<file path="src/include/hif_pkg.sv">
package hif_pkg;
    // Register byte addresses on the AXI4-Lite bus.
    localparam logic [7:0] ADDR_IRQ_MAIN = 8'h00;
    localparam logic [7:0] ADDR_IRQ_TIMER = 8'h04;
    localparam logic [7:0] ADDR_IRQ_ERROR = 8'h08;
    localparam logic [7:0] ADDR_IRQ_TARGET = 8'h0C;
    localparam logic [7:0] ADDR_MASK_MAIN = 8'h10;
    localparam logic [7:0] ADDR_MASK_TIMER = 8'h14;
    localparam logic [7:0] ADDR_MASK_ERROR = 8'h18;
    localparam logic [7:0] ADDR_MASK_TARGET = 8'h1C;
    localparam logic [7:0] ADDR_BUF_DATA = 8'h20;
    localparam logic [7:0] ADDR_BUF_STAT1 = 8'h24;
    localparam logic [7:0] ADDR_BUF_STAT2 = 8'h28;
    localparam logic [7:0] ADDR_WATER = 8'h2C;
    localparam logic [7:0] ADDR_CMD = 8'h30;
    localparam logic [7:0] ADDR_CTRL = 8'h34;

    localparam int NUM_GROUPS = 4;
    localparam int GROUP_BITS = 8;
    localparam int BUF_DEPTH = 512;
    localparam int PTR_W = 9;
    localparam int CNT_W = 10;

    // Fields of the second buffer status register.
    localparam int STAT2_CNT_HI = 0;
    localparam int STAT2_UNDERFLOW = 4;
    localparam int STAT2_OVERFLOW = 5;

    // Control register fields.
    localparam int CTRL_TX_MODE = 0;

    // Main event group bit that the buffer drives.
    localparam int MAIN_WATER_BIT = 3;

    localparam logic [7:0] MASK_RESET = 8'h00;
    localparam logic [8:0] WATER_RESET = 9'h040;

    typedef enum logic [1:0] {
        HIF_CMD_NONE = 2'b00,
        HIF_CMD_DEFAULTS = 2'b01,
        HIF_CMD_HALT = 2'b10,
        HIF_CMD_FLUSH = 2'b11
    } hif_cmd_e;

    localparam logic [1:0] RESP_OKAY = 2'b00;
    localparam logic [1:0] RESP_SLVERR = 2'b10;
endpackage
</file>
<file path="src/include/hif_buf_if.sv">
`timescale 1ns/1ns
interface hif_buf_if;
    import hif_pkg::*;
    logic host_wr;
    logic [7:0] host_wdata;
    logic host_rd;
    logic [7:0] host_rdata;
    logic flush;
    logic [CNT_W-1:0] count;
    logic overflow;
    logic underflow;
    logic water_evt;

    modport ctrl (
        output host_wr, host_wdata, host_rd, flush,
        input host_rdata, count, overflow, underflow, water_evt
    );
    modport buffer (
        input host_wr, host_wdata, host_rd, flush,
        output host_rdata, count, overflow, underflow, water_evt
    );
endinterface

</file>
<file path="src/core/hif_buffer.sv">
`timescale 1ns/1ns
module hif_buffer
    import hif_pkg::*;
(
    input wire logic aclk,
    input wire logic aresetn,
    hif_buf_if.buffer hb,
    input wire logic tx_mode,
    input wire logic [8:0] water_level,
    input wire logic link_wr,
    input wire logic [7:0] link_wdata,
    input wire logic link_rd,
    output logic [7:0] link_rdata
);
    logic [7:0] mem [BUF_DEPTH];
    logic [PTR_W-1:0] wptr_q;
    logic [PTR_W-1:0] rptr_q;
    logic [CNT_W-1:0] cnt_q;
    logic ovf_q;
    logic udf_q;
    logic [7:0] lrd_q;
    logic water_q;

    // In transmit the host fills and the link drains; in receive it is reversed.
    wire logic wr = tx_mode ? hb.host_wr : link_wr;
    wire logic [7:0] wdata = tx_mode ? hb.host_wdata : link_wdata;
    wire logic rd = tx_mode ? link_rd : hb.host_rd;
    wire logic empty = (cnt_q == '0);
    wire logic full = (cnt_q == CNT_W'(BUF_DEPTH));
    wire logic do_wr = wr && !full;
    wire logic do_rd = rd && !empty;
    wire logic [CNT_W-1:0] wl = {1'b0, water_level};
    wire logic water_now = tx_mode ? (cnt_q < wl) : (cnt_q > wl);
    // The host pop is read out combinationally, so the byte is there in the cycle the bus
    // captures it; a registered copy would hand over the previous pop. Empty reads give zero.
    wire logic [7:0] host_pop = (!tx_mode && !empty) ? mem[rptr_q] : 8'h00;

    assign hb.count = cnt_q;
    assign hb.overflow = ovf_q;
    assign hb.underflow = udf_q;
    assign hb.host_rdata = host_pop;
    assign link_rdata = lrd_q;
    assign hb.water_evt = water_now && !water_q;

    always_ff @(posedge aclk) begin
        if (do_wr) begin
            mem[wptr_q] <= wdata;
        end
    end

    always_ff @(posedge aclk) begin
        if (!aresetn || hb.flush) begin
            wptr_q <= '0;
            rptr_q <= '0;
            cnt_q <= '0;
            ovf_q <= 1'b0;
            udf_q <= 1'b0;
            lrd_q <= 8'h00;
            water_q <= 1'b0;
        end else begin
            water_q <= water_now;
            if (do_wr) begin
                wptr_q <= wptr_q + PTR_W'(1);
            end
            if (do_rd) begin
                rptr_q <= rptr_q + PTR_W'(1);
            end
            cnt_q <= cnt_q + CNT_W'(do_wr) - CNT_W'(do_rd);
            if (wr && full) begin
                ovf_q <= 1'b1;
            end
            if (rd && empty) begin
                udf_q <= 1'b1;
            end
            // Empty link pops return zero rather than stale data.
            if (link_rd) begin
                lrd_q <= (tx_mode && !empty) ? mem[rptr_q] : 8'h00;
            end
        end
    end
endmodule

</file>
<file path="src/core/hif_irq_ctrl.sv">
// Local design decisions: register access over AXI4-Lite and the address map.
`timescale 1ns/1ns
// Functional notes
// - Four separate interrupt status groups kept.
// - Event sets flag, raises line unless masked.
// - Reading group returns flags then clears them.
// - Line falls after last unmasked flag read.
// - Masked source still records its flag.
// - Reads report and clear masked flags too.
// - Unmasking set flag raises line immediately.
// - Defaults, halt, flush clear all flags.
// - Shared 512-byte transmit and receive buffer.
// - Transmit moves loaded bytes out in order.
// - Reception stores demodulated bytes in buffer.
// - Overflow and underflow in second status register.
// - Overflow when write exceeds 512 bytes.
// - Underflow when buffer read while empty.
// - Receive start resets pointers and status.
// - Reset, defaults, flush also reset buffer.
// - Empty or flushed buffer reads zero.
// - Water event below level TX, above RX.
// - Status reports bytes left after reception.
module hif_irq_ctrl
    import hif_pkg::*;
(
    input wire logic aclk,
    input wire logic aresetn,
    input wire logic [7:0] s_axi_awaddr,
    input wire logic s_axi_awvalid,
    output logic s_axi_awready,
    input wire logic [31:0] s_axi_wdata,
    input wire logic [3:0] s_axi_wstrb,
    input wire logic s_axi_wvalid,
    output logic s_axi_wready,
    output logic [1:0] s_axi_bresp,
    output logic s_axi_bvalid,
    input wire logic s_axi_bready,
    input wire logic [7:0] s_axi_araddr,
    input wire logic s_axi_arvalid,
    output logic s_axi_arready,
    output logic [31:0] s_axi_rdata,
    output logic [1:0] s_axi_rresp,
    output logic s_axi_rvalid,
    input wire logic s_axi_rready,
    input wire logic [7:0] evt_main,
    input wire logic [7:0] evt_timer,
    input wire logic [7:0] evt_error,
    input wire logic [7:0] evt_target,
    input wire logic rx_start,
    input wire logic link_wr,
    input wire logic [7:0] link_wdata,
    input wire logic link_rd,
    output logic [7:0] link_rdata,
    output logic irq
);
    hif_buf_if hb ();

    logic aw_q;
    logic [7:0] awaddr_q;
    logic w_q;
    logic [31:0] wdata_q;
    logic [3:0] wstrb_q;
    logic bvalid_q;
    logic [1:0] bresp_q;
    logic rvalid_q;
    logic [31:0] rdata_q;
    logic [1:0] rresp_q;
    logic irq_q;
    logic ctrl_q;
    logic [8:0] water_q;
    logic bufrd_q;

    function automatic logic addr_known(input logic [7:0] a);
        return (a[1:0] == 2'b00) && (a <= ADDR_CTRL);
    endfunction

    // Write path: address and data are latched independently, in any order.
    wire logic wr_go = aw_q && w_q && !bvalid_q;
    wire logic wr_ok = addr_known(awaddr_q);
    wire logic cmd_go = wr_go && (awaddr_q == ADDR_CMD) && wstrb_q[0];
    wire hif_cmd_e cmd = hif_cmd_e'(wdata_q[1:0]);
    wire logic cmd_defaults = cmd_go && (cmd == HIF_CMD_DEFAULTS);
    wire logic cmd_halt = cmd_go && (cmd == HIF_CMD_HALT);
    wire logic cmd_flush = cmd_go && (cmd == HIF_CMD_FLUSH);
    wire logic clear_all = cmd_defaults || cmd_halt || cmd_flush;

    // Read path: one read at a time; registers answer the cycle after acceptance, buffer data a cycle later.
    wire logic rd_go = s_axi_arvalid && s_axi_arready;
    wire logic [7:0] ra = s_axi_araddr;

    // Nothing new is taken while a response waits, so a write is never half-latched.
    assign s_axi_awready = !aw_q && !bvalid_q;
    assign s_axi_wready = !w_q && !bvalid_q;
    assign s_axi_bvalid = bvalid_q;
    assign s_axi_bresp = bresp_q;
    assign s_axi_arready = !rvalid_q && !bufrd_q;
    assign s_axi_rvalid = rvalid_q;
    assign s_axi_rdata = rdata_q;
    assign s_axi_rresp = rresp_q;
    assign irq = irq_q;

    logic [NUM_GROUPS-1:0][7:0] grp_evt;
    logic [NUM_GROUPS-1:0][7:0] grp_flags;
    logic [NUM_GROUPS-1:0][7:0] grp_mask;
    logic [NUM_GROUPS-1:0] grp_pend;

    // The water-level event lands in the main group.
    assign grp_evt[0] = evt_main | (8'h01 << MAIN_WATER_BIT) & {8{hb.water_evt}};
    assign grp_evt[1] = evt_timer;
    assign grp_evt[2] = evt_error;
    assign grp_evt[3] = evt_target;

    // Four independent status groups.
    generate
        for (genvar g = 0; g < NUM_GROUPS; g++) begin : g_grp
            wire logic [7:0] status_addr = ADDR_IRQ_MAIN + 8'(4 * g);
            wire logic [7:0] mask_addr = ADDR_MASK_MAIN + 8'(4 * g);
            hif_irq_group u_grp (
                .aclk(aclk),
                .aresetn(aresetn),
                .events(grp_evt[g]),
                .read_clear(rd_go && (ra == status_addr)),
                .clear_all(clear_all),
                .mask_we(wr_go && (awaddr_q == mask_addr) && wstrb_q[0]),
                .mask_wdata(wdata_q[7:0]),
                .flags(grp_flags[g]),
                .mask(grp_mask[g]),
                .pending(grp_pend[g])
            );
        end
    endgenerate

    assign hb.host_wr = wr_go && (awaddr_q == ADDR_BUF_DATA) && wstrb_q[0];
    assign hb.host_wdata = wdata_q[7:0];
    assign hb.host_rd = bufrd_q;
    assign hb.flush = cmd_defaults || cmd_flush || rx_start;

    hif_buffer u_buf (
        .aclk(aclk),
        .aresetn(aresetn),
        .hb(hb),
        .tx_mode(ctrl_q),
        .water_level(water_q),
        .link_wr(link_wr),
        .link_wdata(link_wdata),
        .link_rd(link_rd),
        .link_rdata(link_rdata)
    );

    logic [31:0] rd_mux;
    always_comb begin
        rd_mux = 32'h0000_0000;
        unique case (ra)
            ADDR_IRQ_MAIN: rd_mux = {24'h000000, grp_flags[0]};
            ADDR_IRQ_TIMER: rd_mux = {24'h000000, grp_flags[1]};
            ADDR_IRQ_ERROR: rd_mux = {24'h000000, grp_flags[2]};
            ADDR_IRQ_TARGET: rd_mux = {24'h000000, grp_flags[3]};
            ADDR_MASK_MAIN: rd_mux = {24'h000000, grp_mask[0]};
            ADDR_MASK_TIMER: rd_mux = {24'h000000, grp_mask[1]};
            ADDR_MASK_ERROR: rd_mux = {24'h000000, grp_mask[2]};
            ADDR_MASK_TARGET: rd_mux = {24'h000000, grp_mask[3]};
            ADDR_BUF_STAT1: rd_mux = {24'h000000, hb.count[7:0]};
            ADDR_BUF_STAT2: begin
                rd_mux[STAT2_CNT_HI +: 2] = hb.count[9:8];
                rd_mux[STAT2_UNDERFLOW] = hb.underflow;
                rd_mux[STAT2_OVERFLOW] = hb.overflow;
            end
            ADDR_WATER: rd_mux = {23'h000000, water_q};
            ADDR_CTRL: rd_mux = {31'h00000000, ctrl_q};
            default: rd_mux = 32'h0000_0000;
        endcase
    end

    always_ff @(posedge aclk) begin
        if (!aresetn) begin
            aw_q <= 1'b0;
            awaddr_q <= 8'h00;
            w_q <= 1'b0;
            wdata_q <= 32'h0000_0000;
            wstrb_q <= 4'h0;
            bvalid_q <= 1'b0;
            bresp_q <= RESP_OKAY;
        end else begin
            if (s_axi_awvalid && s_axi_awready) begin
                aw_q <= 1'b1;
                awaddr_q <= s_axi_awaddr;
            end
            if (s_axi_wvalid && s_axi_wready) begin
                w_q <= 1'b1;
                wdata_q <= s_axi_wdata;
                wstrb_q <= s_axi_wstrb;
            end
            if (wr_go) begin
                aw_q <= 1'b0;
                w_q <= 1'b0;
                bvalid_q <= 1'b1;
                bresp_q <= wr_ok ? RESP_OKAY : RESP_SLVERR;
            end else if (bvalid_q && s_axi_bready) begin
                bvalid_q <= 1'b0;
            end
        end
    end

    // The buffer pop is issued the cycle after acceptance, so data reads take two cycles.
    always_ff @(posedge aclk) begin
        if (!aresetn) begin
            rvalid_q <= 1'b0;
            rdata_q <= 32'h0000_0000;
            rresp_q <= RESP_OKAY;
            bufrd_q <= 1'b0;
        end else begin
            bufrd_q <= 1'b0;
            if (rd_go && ra == ADDR_BUF_DATA && !bufrd_q) begin
                bufrd_q <= 1'b1;
            end else if (bufrd_q) begin
                rvalid_q <= 1'b1;
                rdata_q <= {24'h000000, hb.host_rdata};
                rresp_q <= RESP_OKAY;
            end else if (rd_go) begin
                rvalid_q <= 1'b1;
                rdata_q <= rd_mux;
                rresp_q <= addr_known(ra) ? RESP_OKAY : RESP_SLVERR;
            end else if (rvalid_q && s_axi_rready) begin
                rvalid_q <= 1'b0;
            end
        end
    end

    always_ff @(posedge aclk) begin
        if (!aresetn) begin
            ctrl_q <= 1'b0;
            water_q <= WATER_RESET;
            irq_q <= 1'b0;
        end else begin
            if (cmd_defaults) begin
                ctrl_q <= 1'b0;
                water_q <= WATER_RESET;
            end else if (wr_go && awaddr_q == ADDR_CTRL && wstrb_q[0]) begin
                ctrl_q <= wdata_q[CTRL_TX_MODE];
            end else if (wr_go && awaddr_q == ADDR_WATER) begin
                water_q <= wdata_q[8:0];
            end
            irq_q <= |grp_pend;
        end
    end
endmodule

</file>
<file path="src/core/hif_irq_group.sv">
`timescale 1ns/1ns
module hif_irq_group
    import hif_pkg::*;
(
    input wire logic aclk,
    input wire logic aresetn,
    input wire logic [GROUP_BITS-1:0] events,
    input wire logic read_clear,
    input wire logic clear_all,
    input wire logic mask_we,
    input wire logic [GROUP_BITS-1:0] mask_wdata,
    output logic [GROUP_BITS-1:0] flags,
    output logic [GROUP_BITS-1:0] mask,
    output logic pending
);
    logic [GROUP_BITS-1:0] flags_q;
    logic [GROUP_BITS-1:0] flags_d;
    logic [GROUP_BITS-1:0] mask_q;
    wire logic clr = read_clear || clear_all;

    // New events win over a clearing read in the same cycle.
    assign flags_d = (clr ? '0 : flags_q) | events;
    assign flags = flags_q;
    assign mask = mask_q;
    assign pending = |(flags_q & ~mask_q);

    always_ff @(posedge aclk) begin
        if (!aresetn) begin
            flags_q <= '0;
            mask_q <= MASK_RESET;
        end else begin
            flags_q <= flags_d;
            if (mask_we) begin
                mask_q <= mask_wdata;
            end
        end
    end
endmodule

</file>
<file path="config.mk">
export PLATFORM = sky130hd
export DESIGN_NAME = hif_irq_ctrl
export DESIGN_NICKNAME = d
export VERILOG_FILES = /design/src/include/hif_pkg.sv /design/src/include/hif_buf_if.sv /design/src/core/hif_buffer.sv /design/src/core/hif_irq_ctrl.sv /design/src/core/hif_irq_group.sv
export SDC_FILE = /design/constraint.sdc
export NUM_CORES = 2
export LEC_CHECK = 0
export ABC_CLOCK_PERIOD_IN_PS = 6700
export BUFFER_PORTS_ARGS = -buffer_cell sky130_fd_sc_hd__buf_2
export CAP_MARGIN = 20
export CORE_ASPECT_RATIO = 1.2
export CORE_UTILIZATION = 45
export CTS_BUF_LIST = sky130_fd_sc_hd__clkbuf_8
export DETAILED_ROUTE_END_ITERATION = 16
export GPL_TIMING_DRIVEN = 1
export SETUP_SLACK_MARGIN = 0.05
export SYNTH_ARGS = -nofsm -noshare
export SYNTH_HDL_FRONTEND = slang
export SYNTH_SLANG_ARGS = --single-unit
</file>
<file path="constraint.sdc">
create_clock -name aclk -period 6.7 [get_ports aclk]
set_clock_uncertainty 0.1 [all_clocks]
set_input_delay 1.34 -clock aclk [delete_from_list [all_inputs] [get_ports aclk]]
set_output_delay 1.34 -clock aclk [all_outputs]
set_load 0.02 [all_outputs]
</file>
==> results.json <==
{
  "finalCriticalPeriod_ns": 5.12,
  "grt_pass1_vias": 86302,
  "synthArstFlopShare_pct": 0,
  "wirelength_mm": 451,
  "power.switching_uw": 11100,
  "ys_top_cells_by_count": "edfxtp_1 (4,096), mux4_2 (1,079), nor2_1 (678), nand2_1 (490), clkbuf_1 (241)",
  "synth_top_family_by_area": "multiplexers",
  "grt_pass1_wl_mm": 637,
  "ys_warn_count": 0,
  "hold_viol_final": 0,
  "synth_top_area_share_pct": 74.2,
  "place.port_buffers": 100,
  "cp_common_cell": "nor2_1",
  "hold_depth": 3,
  "yosysTopAreaCell": "edfxtp_1",
  "place.detailed.hpwl_mm": 276,
  "synth-edff-count": 4096,
  "worst_slew_pin_slew_ns": 1.31,
  "p_int_uw": 39400,
  "fillers": 29293,
  "seq_power_share_pct": 57.9,
  "crit_chain": "or4_1, or3_1, o21a_1, a21oi_1, buf_4, nand2_1, nor2_1, nand2_4, nor2_1",
  "finalCritPeriodShare_pct": 76.4,
  "syn_avg_cell_area_um2": 20.2,
  "p_sw_share_pct": 22.0,
  "die-width_um": 556,
  "slowest_delay_ns": 1.00,
  "hold_path_end": "g_grp[2].u_grp.flags[3]",
  "io_pins": 152,
  "ys_ff_latch": 4253,
  "rr_worst_depth": 9,
  "worstSetupPathType": "reg -> reg",
  "critPathBufInv": 1,
  "path_clk_slew_ns": 0.06,
  "syn-cell-area_um2": 166000,
  "wl_per_cell_um": 32.0,
  "arrival_ns": 5.78,
  "clkPwrFrac_pct": 40.3,
  "yosysMostFrequentCell": "edfxtp_1",
  "setup_viol": 0,
  "crit_required_ns": 7.36,
  "netlist_instances": 8205,
  "ctsHoldBuffers": 0,
  "clock_latency_ns": 1.21,
  "hold_class": "in -> reg",
  "ant_nets": 0,
  "fp.coreArea_um2": 366000,
  "synth_compound_area_share_pct": 2.49,
  "peakVddDrop_uv": 189,
  "first_pass_iters": 8,
  "ff_latch_area_um2": 126000,
  "synthSimpleGateAreaFrac_pct": 3.72,
  "gp_congestion": 0.917,
  "end_kind": "flop",
  "ctsLongestPathBuffers": 4,
  "r2r_end": "u_buf.mem[422][0]",
  "clock-sinks": 4253,
  "post_cts_buffers": 0,
  "slew_viol_final": 0,
  "synthDistinctLibCells": 76,
  "muxShareOfSynthArea_pct": 15.5,
  "synth.area.top_cells": "edfxtp_1 (74%), mux4_2 (15%), dfxtp_1 (1.9%), nor2_1 (1.5%), nand2_1 (1.1%)",
  "drive_above_1_share_pct": 24.9,
  "start_util_pct": 45.3,
  "route.vias.total": 83991,
  "antenna_found_initial": 24,
  "cts_resized": 0,
  "p_comb_share_pct": 1.8,
  "power_leakage_uw": 0.0563,
  "synthAdderAreaFrac_pct": 0.231,
  "outcome": "completed",
  "multi_input_area_um2": 37000,
  "r2r_setup_slack_ns": 1.58,
  "via_per_inst": 5.97,
  "p_per_area_nw_per_um2": 274,
  "synthFlopType": "edfxtp_1",
  "htreeDepth": 6,
  "grt-ovfl-total": 0,
  "rsz0062_at_grt": "false",
  "cpMaxStageDelayCell": "nor2_1",
  "cts_buffers": 649,
  "synth-xor-area-share_pct": 0.111,
  "die-area_um2": 371000,
  "setup_ws_ns": 1.58,
  "maxCapViolations": 0,
  "area_growth_pct": 11.1,
  "grt_max_degree": 215,
  "clk_root_buffer_cell": "clkbuf_8",
  "drt_iter0_markers": 9500,
  "dp_slack_ns": 1.50,
  "rows": 243,
  "cpLargestDelayFamily": "simple AND/OR/NAND/NOR gates",
  "cts_tree": "done",
  "die_height_um": 667,
  "max_freq_mhz": 195,
  "r2r-start": "awaddr_q[7]",
  "start_kind": "flop",
  "tns_ns": 0,
  "worstPathMaxFanout": 32,
  "hold_start": "evt_error[3]",
  "relSlewSlack_pct": 12.8,
  "grtUsageTotal_pct": 24.1,
  "yosysSeqAreaShare_pct": 76.1,
  "nets": 8799,
  "drcViolationCount": 0
}
sequential cells by signal, indices dropped and copies added, names as in the netlist, 8 cells and up, named ones only:
name and count:
u_buf.wptr_q 9, wdata_q 9, u_buf.mem 4096, u_buf.rptr_q 9, water_q 9, u_buf.link_rdata 8
g_grp.u_grp.mask 32, u_buf.hb.count 10, s_axi_rdata 9, g_grp.u_grp.flags 32, awaddr_q 8
cells in the final DEF, fill, tap and decap left out, types with 72 or more instances in the layout:
cell,instances
clkbuf_8,665
clkinv_1,133
buf_2,100
mux4_2,1079
dfxtp_1,150
a21oi_1,74
nand3_1,131
inv_1,274
o21ai_0,171
o22ai_1,99
nand2_1,477
clkinv_2,72
a31oi_1,75
edfxtp_1,4096
nor2_1,670
buf_4,156
power groups by stage:
stage	logic [µW]	registers, µW	clock network [µW]
global route	968	29200	21700
finish	902	29200	20300
CTS	903	29200	20600
floorplan	472	29900	0
global placement	866	29800	0
detailed placement	903	29800	0
cells by family (layout without fill, tap and decap cells):
logic type      Yosys count  in the layout
flops                  4253           4253
simple gates           1475           1475
mux                    1195           1195
compound gates          640            640
buf+inv                 590           1531
fa+ha+maj                30             30
xor+xnor                 21             21
other cells               1             32
how the worst max path moves through the flow:
stage,startpoint,to,slack [ns],cells after the start
final,awaddr_q[7],u_buf.mem[422][0],1.58,9
after global routing,awaddr_q[7],u_buf.mem[406][3],1.43,9
after CTS,flop,s_axi_rdata[2],1.49,8
after detailed placement,flop,s_axi_rdata[2],1.50,8
after global placement,flop,s_axi_rdata[6],1.57,10
after floorplan,link_wdata[3],u_buf.mem[0][3],0.83,1
tightest hold or removal path, delay by kind of cell:
| kind | cells | cell delay [ns] |
|---|---|---|
| simple gates | 1 | 0.09 |
| buf+inv | 1 | 0.08 |
| compound gates | 1 | 0.03 |
layer usage:
layer | global-route usage [%] | up-vias | routed length, µm
met5 | 0 | - | 49
met4 | 10.7 | 8 | 21200
met3 | 4.45 | 854 | 33700
met2 | 40.2 | 3732 | 226000
met1 | 30.8 | 44909 | 170000
li1 | - | 34488 | -
stage by stage:
step                instances  total power [µW]  util (%)  hold slack [ns]  cell area (µm²)
floorplan                8229             30300         -            0.337           166000
global placement        12914             30700      47.1            0.352           172000
detailed placement      12914             30700      47.1            0.354           172000
CTS                     14068             50800      50.4            0.133           184000
global route            14074             51900      50.4            0.189           184000
finish                  14077             50500      50.4            0.262           184000
layout make-up:
cell class | instances | area share, %
Clock buffer | 665 | 4.97
Antenna cell | 7 | 0.00951
Sequential cell | 4253 | 68.5
Timing Repair Buffer | 304 | 1.43
Tap cell | 4900 | 3.33
Multi-Input combinational cell | 3386 | 20.1
Inverter | 73 | 0.153
Clock inverter | 489 | 1.57
Note: power is estimated with default switching activity, not from simulation.
